`src/ioxp_pkg.sv`:
```
// Purpose: Shared constants, states and carrier types for the I/O expander serial slave.
// Assumes: Port group A is the open-drain group, group B the push-pull group.
// Notes:   Port values travel in the upper nibble of every data byte.
`default_nettype none
package ioxp_pkg;
   // Fixed upper address bits of the slave address.
   localparam logic [4:0] IOXP_FIXED_ADDR = 5'h16;
   // Bit count that marks a complete byte.
   localparam logic [3:0] IOXP_BIT_LAST = 4'h8;
   // Command byte values selecting the internal registers.
   localparam logic [7:0] IOXP_CMD_IN_A   = 8'h00;
   localparam logic [7:0] IOXP_CMD_IN_B   = 8'h01;
   localparam logic [7:0] IOXP_CMD_OUT_A  = 8'h02;
   localparam logic [7:0] IOXP_CMD_OUT_B  = 8'h03;
   localparam logic [7:0] IOXP_CMD_DIR_A  = 8'h04;
   localparam logic [7:0] IOXP_CMD_DIR_B  = 8'h05;
   localparam logic [7:0] IOXP_CMD_MASK_A = 8'h06;
   localparam logic [7:0] IOXP_CMD_MASK_B = 8'h07;
   // Values after reset.
   localparam logic [3:0] IOXP_DIR_RESET  = 4'h0;
   localparam logic [3:0] IOXP_MASK_RESET = 4'h0;
   localparam logic [7:0] IOXP_CMD_RESET  = 8'h00;
   // Byte position within a transfer.
   localparam logic [1:0] IOXP_BYTE_ADDR = 2'h0;
   localparam logic [1:0] IOXP_BYTE_CMD  = 2'h1;
   localparam logic [1:0] IOXP_BYTE_DATA = 2'h2;

   typedef enum logic [2:0] {
      IOXP_ST_IDLE   = 3'b000,
      IOXP_ST_RX     = 3'b001,
      IOXP_ST_RX_ACK = 3'b010,
      IOXP_ST_TX     = 3'b011,
      IOXP_ST_TX_ACK = 3'b100,
      IOXP_ST_IGNORE = 3'b101
   } ioxp_state_t;

   // Software-visible settings of one port group.
   typedef struct packed {
      logic [3:0] out;
      logic [3:0] dir;
      logic [3:0] mask;
   } ioxp_grp_t;
endpackage
`default_nettype wire

```
`src/ioxp_i2c_slave.sv`:
```
// Purpose: Two-wire serial slave with eight monitored I/O ports and a latched change interrupt.
// Assumes: All pins except reset_n are asynchronous to mclk and pass two flip-flops before use.
// Notes:   mclk must run far faster than the serial clock; edges are found by sampling.
`timescale 1ns/1ps
`default_nettype none

module ioxp_i2c_slave
   import ioxp_pkg::*;
(
   input  wire logic       mclk,
   input  wire logic       reset_n,
   input  wire logic       bus_abort_n,
   input  wire logic       pin_addr_bit,
   input  wire logic       scl_i,
   input  wire logic       sda_i,
   output logic            sda_o,
   output logic            sda_oe,
   input  wire logic [3:0] open_drain_ports_i,
   output logic      [3:0] open_drain_ports_o,
   output logic      [3:0] open_drain_ports_oe,
   input  wire logic [3:0] push_pull_ports_i,
   output logic      [3:0] push_pull_ports_o,
   output logic      [3:0] push_pull_ports_oe,
   output logic            change_irq_n_o,
   output logic            change_irq_n_oe
);

   // Register read selection, used by the first and every repeated read byte.
   function automatic logic [7:0] reg_read(input logic [7:0] cmd, input logic [7:0] snap,
                                           input ioxp_grp_t a, input ioxp_grp_t b);
      logic [3:0] v;
      v = 4'h0;
      case (cmd)
         IOXP_CMD_IN_A:   v = snap[3:0];
         IOXP_CMD_IN_B:   v = snap[7:4];
         IOXP_CMD_OUT_A:  v = a.out;
         IOXP_CMD_OUT_B:  v = b.out;
         IOXP_CMD_DIR_A:  v = a.dir;
         IOXP_CMD_DIR_B:  v = b.dir;
         IOXP_CMD_MASK_A: v = a.mask;
         IOXP_CMD_MASK_B: v = b.mask;
         default:         v = 4'h0;
      endcase
      return {v, 4'h0};
   endfunction

   logic [3:0]  meta_q;
   logic [3:0]  sync_q;
   logic [7:0]  pin_m_q;
   logic [7:0]  pin_q;
   logic        scl_p_q;
   logic        sda_p_q;
   ioxp_state_t st_q, st_d;
   logic [3:0]  cnt_q, cnt_d;
   logic [7:0]  sh_q, sh_d;
   logic [1:0]  byte_q, byte_d;
   logic        rd_q, rd_d;
   logic [7:0]  cmd_q, cmd_d;
   logic        oe_q, oe_d;
   logic [7:0]  snap_q;
   logic [7:0]  ref_q;
   logic [1:0]  flag_q;
   ioxp_grp_t   grp_a_q;
   ioxp_grp_t   grp_b_q;

   // Two-stage synchronisers; the first stage feeds only the second.
   always_ff @(posedge mclk) begin
      meta_q  <= {pin_addr_bit, bus_abort_n, sda_i, scl_i};
      sync_q  <= meta_q;
      pin_m_q <= {push_pull_ports_i, open_drain_ports_i};
      pin_q   <= pin_m_q;
      scl_p_q <= sync_q[0];
      sda_p_q <= sync_q[1];
   end

   wire scl_s   = sync_q[0];
   wire sda_s   = sync_q[1];
   wire abort_n = sync_q[2];
   wire ad_s    = sync_q[3];
   wire ser_rst = !reset_n || !abort_n;

   // Line events found from sampled levels.
   wire start_det = scl_s & scl_p_q & sda_p_q & ~sda_s;
   wire stop_det  = scl_s & scl_p_q & ~sda_p_q & sda_s;
   wire scl_rise  = scl_s & ~scl_p_q;
   wire scl_fall  = ~scl_s & scl_p_q;
   wire line_evt  = start_det | stop_det;
   wire byte_end  = (st_q == IOXP_ST_RX) && scl_fall && (cnt_q == IOXP_BIT_LAST) && !line_evt;
   wire addr_hit  = (sh_q[7:3] == IOXP_FIXED_ADDR) && (sh_q[2] == ad_s) && !sh_q[1];
   wire is_addr   = byte_q == IOXP_BYTE_ADDR;
   wire snap_go   = byte_end && is_addr && addr_hit && sh_q[0] && abort_n;
   wire wr_go     = byte_end && (byte_q == IOXP_BYTE_DATA) && abort_n;
   wire [7:0] rd_data = reg_read(cmd_q, snap_q, grp_a_q, grp_b_q);

   // Only a read of a port register clears that group; the cmd low bit names the group.
   wire port_rd = (cmd_q <= IOXP_CMD_OUT_B);
   wire clr_a   = snap_go && port_rd && !cmd_q[0];
   wire clr_b   = snap_go && port_rd && cmd_q[0];

   // Changes only count on enabled inputs, so writing output levels can never flag.
   wire [7:0] watch = {grp_b_q.dir & ~grp_b_q.mask, grp_a_q.dir & ~grp_a_q.mask};
   wire [7:0] chg   = (pin_q ^ ref_q) & watch;
   wire set_a = |chg[3:0];
   wire set_b = |chg[7:4];

   // Serial sequencer; start and stop override every state.
   always_comb begin
      st_d = st_q;
      cnt_d = cnt_q;
      sh_d = sh_q;
      byte_d = byte_q;
      rd_d = rd_q;
      cmd_d = cmd_q;
      oe_d = oe_q;
      if (start_det) begin
         st_d = IOXP_ST_RX;
         cnt_d = 4'h0;
         byte_d = IOXP_BYTE_ADDR;
         oe_d = 1'b0;
      end else if (stop_det) begin
         st_d = IOXP_ST_IDLE;
         oe_d = 1'b0;
      end else begin
         case (st_q)
            IOXP_ST_RX: begin
               if (scl_rise && cnt_q != IOXP_BIT_LAST) begin
                  sh_d = {sh_q[6:0], sda_s};
                  cnt_d = cnt_q + 4'h1;
               end else if (byte_end) begin
                  if (is_addr && !addr_hit) begin
                     st_d = IOXP_ST_IGNORE;
                  end else begin
                     st_d = IOXP_ST_RX_ACK;
                     oe_d = 1'b1;
                  end
                  if (is_addr) begin
                     rd_d = sh_q[0];
                  end
                  if (byte_q == IOXP_BYTE_CMD) begin
                     cmd_d = sh_q;
                  end
                  if (byte_q != IOXP_BYTE_DATA) begin
                     byte_d = byte_q + 2'h1;
                  end
               end
            end
            IOXP_ST_RX_ACK: begin
               if (scl_fall) begin
                  cnt_d = 4'h0;
                  if (rd_q) begin
                     st_d = IOXP_ST_TX;
                     sh_d = rd_data;
                     oe_d = ~rd_data[7];
                  end else begin
                     st_d = IOXP_ST_RX;
                     oe_d = 1'b0;
                  end
               end
            end
            IOXP_ST_TX: begin
               if (scl_fall) begin
                  if (cnt_q == 4'h7) begin
                     st_d = IOXP_ST_TX_ACK;
                     oe_d = 1'b0;
                  end else begin
                     sh_d = {sh_q[6:0], 1'b0};
                     cnt_d = cnt_q + 4'h1;
                     oe_d = ~sh_q[6];
                  end
               end
            end
            IOXP_ST_TX_ACK: begin
               // A master nack ends our part; the bus stays released until stop.
               if (scl_rise) begin
                  if (sda_s) begin
                     st_d = IOXP_ST_IGNORE;
                  end else begin
                     cnt_d = IOXP_BIT_LAST;
                  end
               end else if (scl_fall && cnt_q == IOXP_BIT_LAST) begin
                  st_d = IOXP_ST_TX;
                  cnt_d = 4'h0;
                  sh_d = rd_data;
                  oe_d = ~rd_data[7];
               end
            end
            IOXP_ST_IDLE, IOXP_ST_IGNORE: begin
               oe_d = 1'b0;
            end
            default: begin
               st_d = IOXP_ST_IDLE;
               oe_d = 1'b0;
            end
         endcase
      end
   end

   // Abort resets only the serial side, leaving flags and interrupt untouched.
   always_ff @(posedge mclk) begin
      if (ser_rst) begin
         st_q   <= IOXP_ST_IDLE;
         cnt_q  <= 4'h0;
         sh_q   <= 8'h00;
         byte_q <= IOXP_BYTE_ADDR;
         rd_q   <= 1'b0;
         oe_q   <= 1'b0;
      end else begin
         st_q   <= st_d;
         cnt_q  <= cnt_d;
         sh_q   <= sh_d;
         byte_q <= byte_d;
         rd_q   <= rd_d;
         oe_q   <= oe_d;
      end
   end

   // Command survives abort so a later read still targets the last register chosen.
   always_ff @(posedge mclk) begin
      if (!reset_n) begin
         cmd_q <= IOXP_CMD_RESET;
      end else if (abort_n) begin
         cmd_q <= cmd_d;
      end
   end

   // Snapshot, reference and flags; the clear wins because the reference moves to the pins.
   always_ff @(posedge mclk) begin
      if (!reset_n) begin
         snap_q <= pin_q;
         ref_q  <= pin_q;
         flag_q <= 2'b00;
      end else begin
         if (snap_go) begin
            snap_q <= pin_q;
         end
         if (clr_a) begin
            ref_q[3:0] <= pin_q[3:0];
         end
         if (clr_b) begin
            ref_q[7:4] <= pin_q[7:4];
         end
         flag_q[0] <= clr_a ? 1'b0 : (flag_q[0] | set_a);
         flag_q[1] <= clr_b ? 1'b0 : (flag_q[1] | set_b);
      end
   end

   // Output levels power up from the strap; the master should send a zero low nibble.
   always_ff @(posedge mclk) begin
      if (!reset_n) begin
         grp_a_q <= '{out: {4{ad_s}}, dir: IOXP_DIR_RESET, mask: IOXP_MASK_RESET};
         grp_b_q <= '{out: {4{ad_s}}, dir: IOXP_DIR_RESET, mask: IOXP_MASK_RESET};
      end else if (wr_go) begin
         case (cmd_q)
            IOXP_CMD_OUT_A:  grp_a_q.out  <= sh_q[7:4];
            IOXP_CMD_OUT_B:  grp_b_q.out  <= sh_q[7:4];
            IOXP_CMD_DIR_A:  grp_a_q.dir  <= sh_q[7:4];
            IOXP_CMD_DIR_B:  grp_b_q.dir  <= sh_q[7:4];
            IOXP_CMD_MASK_A: grp_a_q.mask <= sh_q[7:4];
            IOXP_CMD_MASK_B: grp_b_q.mask <= sh_q[7:4];
            default: begin
            end
         endcase
      end
   end

   // Pin drive: open-drain pulls low only for an output at zero.
   assign sda_o               = 1'b0;
   assign sda_oe              = oe_q;
   assign open_drain_ports_o  = 4'h0;
   assign open_drain_ports_oe = ~grp_a_q.dir & ~grp_a_q.out;
   assign push_pull_ports_o   = grp_b_q.out;
   assign push_pull_ports_oe  = ~grp_b_q.dir;
   assign change_irq_n_o      = 1'b0;
   assign change_irq_n_oe     = |flag_q;

   property p_idle_free;
      @(posedge mclk) disable iff (ser_rst) (st_q == IOXP_ST_IDLE) |-> !sda_oe;
   endproperty
   a_idle_free: assert property (p_idle_free) else $error("Data line driven while idle.");

   property p_start;
      @(posedge mclk) disable iff (ser_rst) start_det |=> (st_q == IOXP_ST_RX) && (cnt_q == 4'h0) && !sda_oe;
   endproperty
   a_start: assert property (p_start) else $error("Start did not begin address reception.");

   property p_stop;
      @(posedge mclk) disable iff (ser_rst) stop_det |=> (st_q == IOXP_ST_IDLE) ##1 !sda_oe;
   endproperty
   a_stop: assert property (p_stop) else $error("Stop did not free the bus.");

   property p_miss;
      @(posedge mclk) disable iff (ser_rst) (byte_end && is_addr && !addr_hit) |=> (st_q == IOXP_ST_IGNORE) && !sda_oe;
   endproperty
   a_miss: assert property (p_miss) else $error("Foreign address was acknowledged.");

   property p_ack_low;
      @(posedge mclk) disable iff (ser_rst) (byte_end && (!is_addr || addr_hit)) |=> sda_oe [*2];
   endproperty
   a_ack_low: assert property (p_ack_low) else $error("Received byte not acknowledged.");

   property p_out_write;
      @(posedge mclk) disable iff (!reset_n) (wr_go && cmd_q == IOXP_CMD_OUT_B) |=> push_pull_ports_o == $past(sh_q[7:4]);
   endproperty
   a_out_write: assert property (p_out_write) else $error("Output byte not applied to pins.");

   property p_change;
      @(posedge mclk) disable iff (!reset_n) (set_a && !clr_a) |=> flag_q[0] && change_irq_n_oe;
   endproperty
   a_change: assert property (p_change) else $error("Enabled input change not latched.");

   property p_release;
      @(posedge mclk) disable iff (!reset_n) clr_b |=> !flag_q[1] && (ref_q[7:4] == $past(pin_q[7:4]));
   endproperty
   a_release: assert property (p_release) else $error("Read did not clear group flag.");

   property p_abort;
      @(posedge mclk) disable iff (!reset_n) (!abort_n && !stop_det) |=> (st_q == IOXP_ST_IDLE) && (flag_q == $past(flag_q) || |chg);
   endproperty
   a_abort: assert property (p_abort) else $error("Abort misbehaved.");

   c_read: cover property (@(posedge mclk) snap_go);
   c_write: cover property (@(posedge mclk) wr_go && cmd_q == IOXP_CMD_OUT_A);
   c_miss: cover property (@(posedge mclk) byte_end && is_addr && !addr_hit);
   c_irq: cover property (@(posedge mclk) set_b ##1 change_irq_n_oe);
endmodule
`default_nettype wire

```
`config.mk`:
```
export PLATFORM = sky130hd
export DESIGN_NAME = ioxp_i2c_slave
export DESIGN_NICKNAME = d
export VERILOG_FILES = /design/src/ioxp_pkg.sv /design/src/ioxp_i2c_slave.sv
export SDC_FILE = /design/constraint.sdc
export NUM_CORES = 1
export LEC_CHECK = 0
export BUFFER_PORTS_ARGS = -buffer_cell sky130_fd_sc_hd__buf_4
export CAP_MARGIN = 20
export CELL_PAD_IN_SITES_DETAIL_PLACEMENT = 1
export CELL_PAD_IN_SITES_GLOBAL_PLACEMENT = 2
export CORE_MARGIN = 8
export CORE_UTILIZATION = 38
export DETAILED_ROUTE_END_ITERATION = 10
export GPL_TIMING_DRIVEN = 0
export PLACE_DENSITY_LB_ADDON = 0.2
export SYNTH_ARGS = -nofsm -noshare
export SYNTH_HDL_FRONTEND = slang
export SYNTH_SLANG_ARGS = --single-unit
```
`constraint.sdc`:
```
create_clock -name mclk -period 2.6 [get_ports mclk]
set_clock_uncertainty 0.1 [all_clocks]
set_input_delay 0.52 -clock mclk [delete_from_list [all_inputs] [get_ports mclk]]
set_output_delay 0.52 -clock mclk [all_outputs]
set_load 0.02 [all_outputs]
```
==> impl_results.md <==
* Final Max Tran Viols at 0
* GRT Max-Usage Layer: met2
* Clk slew on worst S/H paths at 0.07 ns
* Xor/xnor share of the synthesized area at 2.25%
* Clk_lat worst skew at 0.35 ns
* Crit Path Category: reg2reg
* Chip width at 122 um
* Worst hold-check path type: in2reg
* Synthesized cell area at 4290 sq um
* Slew Limit Headroom at 36.4%
* Final worst path period share at 95.3%
* CTS Root Cell: clkbuf_16
* Synth async-reset ratio at 0%
* Core Region at 10,900 sq um
* Fin nets at 487
* Global route overflow at 0
* Unrepaired setup endpoints after global routing: false
* Setup_tns at 0 ns
* Dominant cell type by area after synthesis: dfxtp_1
* Number of flops mapped to enable cells by yosys at 24
* Mean post-synth cell area at 10.1 sq um
* Wire per inst at 19.4 um
* Tmin final at 2.48 ns
* # rows at 38
* Register area share after synthesis at 50.0%
* Final cell count without fillers at 612
* Critical Path Start Type: flop
* Final Wtd Congestion at 0.891
* Crit end category: flop
* Deepest clock path buffer count at 2
* Initial Util at 39.2%
* Pleak at 1.83 nW
* Synth Warn # at 0
* CTS Buf Count at 9
* Largest net degree at the start of global routing at 15
* DR vias at 3,333
* Setup bufs post-CTS at 0
* Total global-route track usage at 16.8%
* Count of input and output buffers at 27
* Maxcap violations at 0
* Post-synthesis cell type count at 69
* Synthesis-to-finish area growth at 16.0%
* Placed instance area at 4680 sq um
* Worst Path Max Fanout at 8
* Top-count cell post-synth: dfxtp_1
* Proportion of synthesized area in mux cells at 8.96%
* Initial antenna violation count at 0
* Status: completed
* Final hold violations at 0
* Worst IR drop on VDD at 448 uV
* Hold-fix buffers at CTS at 0
* Post-Synth Adder-Cell Area at 1.46%
* CTS Sinks at 95
* CTS H-tree depth at 3
* Fmax achieved at 404 MHz
* # IOs at 34
* CTS tree: built
* Die Y at 122 um
* ANT nets after route at 0
* # setup viols final at 0
* Met1 usage at 21.7%
* Final Cell Area at 4980 sq um
* Vias in the first global route at 3,482
* Synthesized instance count at 425
* Simple-gate share of the synthesized area at 19.5%
* First-iteration detailed-routing DRC count at 156
* Synth Area in Compound Gates at 12.5%
* M2 GR Usage at 25.7%
* Combinational family with the most area after synthesis: simple AND/OR/NAND/NOR gates
* Synth top area share at 33.1%
* Flop2flop setup slack at 0.12 ns
* Layout cells sized above 1 at 17.8%
* PwrDens at 593 nW/um^2
* # DRC at 0
* WL final at 11.9 mm
* Top cells by area, synth: dfxtp_1 33%, edfxtp_1 17%, mux2i_1 6.1%
* Yosys reg bits at 95
* Via-per-instance ratio at 5.45
* Die area at 14,900 sq um
* Slew @ Worst Pin at 0.952 ns
* Inst Count DP at 597
* Top FF cell, synth: dfxtp_1
* Ant. Diodes at 0
* Hpwl dp at 8.74 mm
* Worst EP required at 2.48 ns
* Met3 Use GR at 4.69%
* Worst EP arrival at 2.36 ns
* Most frequent cells after synthesis: 71 x dfxtp_1, 59 x nand2_1, 26 x mux2i_1
* First-pass DRT Iterations at 5
* First-pass GRT wire length at 19.0 mm
==> registers in the layout, indices dropped and copies added, names as in the netlist, 2 cells and up <==
name / count
byte_q: 2
cmd_q: 8
cnt_q: 4
flag_q: 2
grp_a_q: 12
grp_b_q: 8
meta_q: 4
pin_m_q: 8
pin_q: 8
push_pull_ports_o: 4
ref_q: 8
sh_q: 8
snap_q: 8
st_q: 3
sync_q: 4
==> per-layer routing <==
layer	up-vias	share of wire, %
li1	1598	-
met1	1635	48
met2	79	45
met3	21	4.6
met4	0	2.5
met5	-	0
==> kinds of logic after synthesis <==
group | count (synthesis)
adder cells (fa/ha/maj) | 5
flip-flops | 95
AO/OA/AOI/OAI | 75
buffers and inverters | 47
AND/OR/NAND/NOR | 158
XOR/XNOR | 11
other | 1
multiplexers | 33
==> layout make-up <==
class	instances	area (sq um)
Sequential cell	95	2140
Clock inverter	4	22.5
Tap cell	140	175
Multi-Input combinational cell	288	1960
Buffer	31	168
Fill cell	1250	5960
Inverter	16	60.1
Timing Repair Buffer	27	203
Clock buffer	11	243
==> worst max-delay path, cell delays in order, from the launching register on <==
cell and delay, ns:
dfxtp_1 0.30, clkbuf_1 0.25, nand4bb_1 0.29, nor4_1 0.47
nand4_1 0.18, o21ai_1 0.52
==> through the flow <==
step                      util (%)  power [mW]  hold WS (ns)  setup WS [ns]
after floorplan                  -        1.71         0.210          0.406
after global placement        42.8        1.77         0.211        -0.0465
after detailed placement      42.8        1.77         0.214         -0.112
after CTS                     45.4        2.98         0.156          0.128
final                         45.5        2.95         0.169          0.123
after global routing          45.5        3.06         0.153        0.00973
==> power by group <==
group	internal [mW]	switching [mW]
clock network	0.664	0.550
registers	1.56	0.0280
logic	0.0661	0.0834
total	2.29	0.661
==> placed cells by master, fill, tap and decap left out, drive strengths merged, types with 6 or more instances in the layout <==
master,instances
a21boi,8
a21oi,10
a31oi,8
buf,47
clkbuf,22
conb,6
dfxtp,71
edfxtp,24
inv,16
mux2i,26
nand2,60
nand2b,8
nand3,8
nand4,6
nor2,18
nor2b,11
nor3,8
o21ai,10
or4,6
xnor2,6
==> path summary, 6_finish.rpt <==
check	depth (start not counted)	from	end
max	5	sh_q[6]	ref_q[0]
min	1	sda_i	meta_q[1]
max reg2reg	5	sh_q[6]	ref_q[0]
min reg2reg	0	meta_q[3]	sync_q[3]
==> repair_timing <==
action                                  in CTS  in global routing
endpoints found under the setup margin      16                  8
resized for setup                            4                  2
hold endpoints to repair                     0                  0
pin swaps                                    0                  0
(Power assumes the default switching activity.)
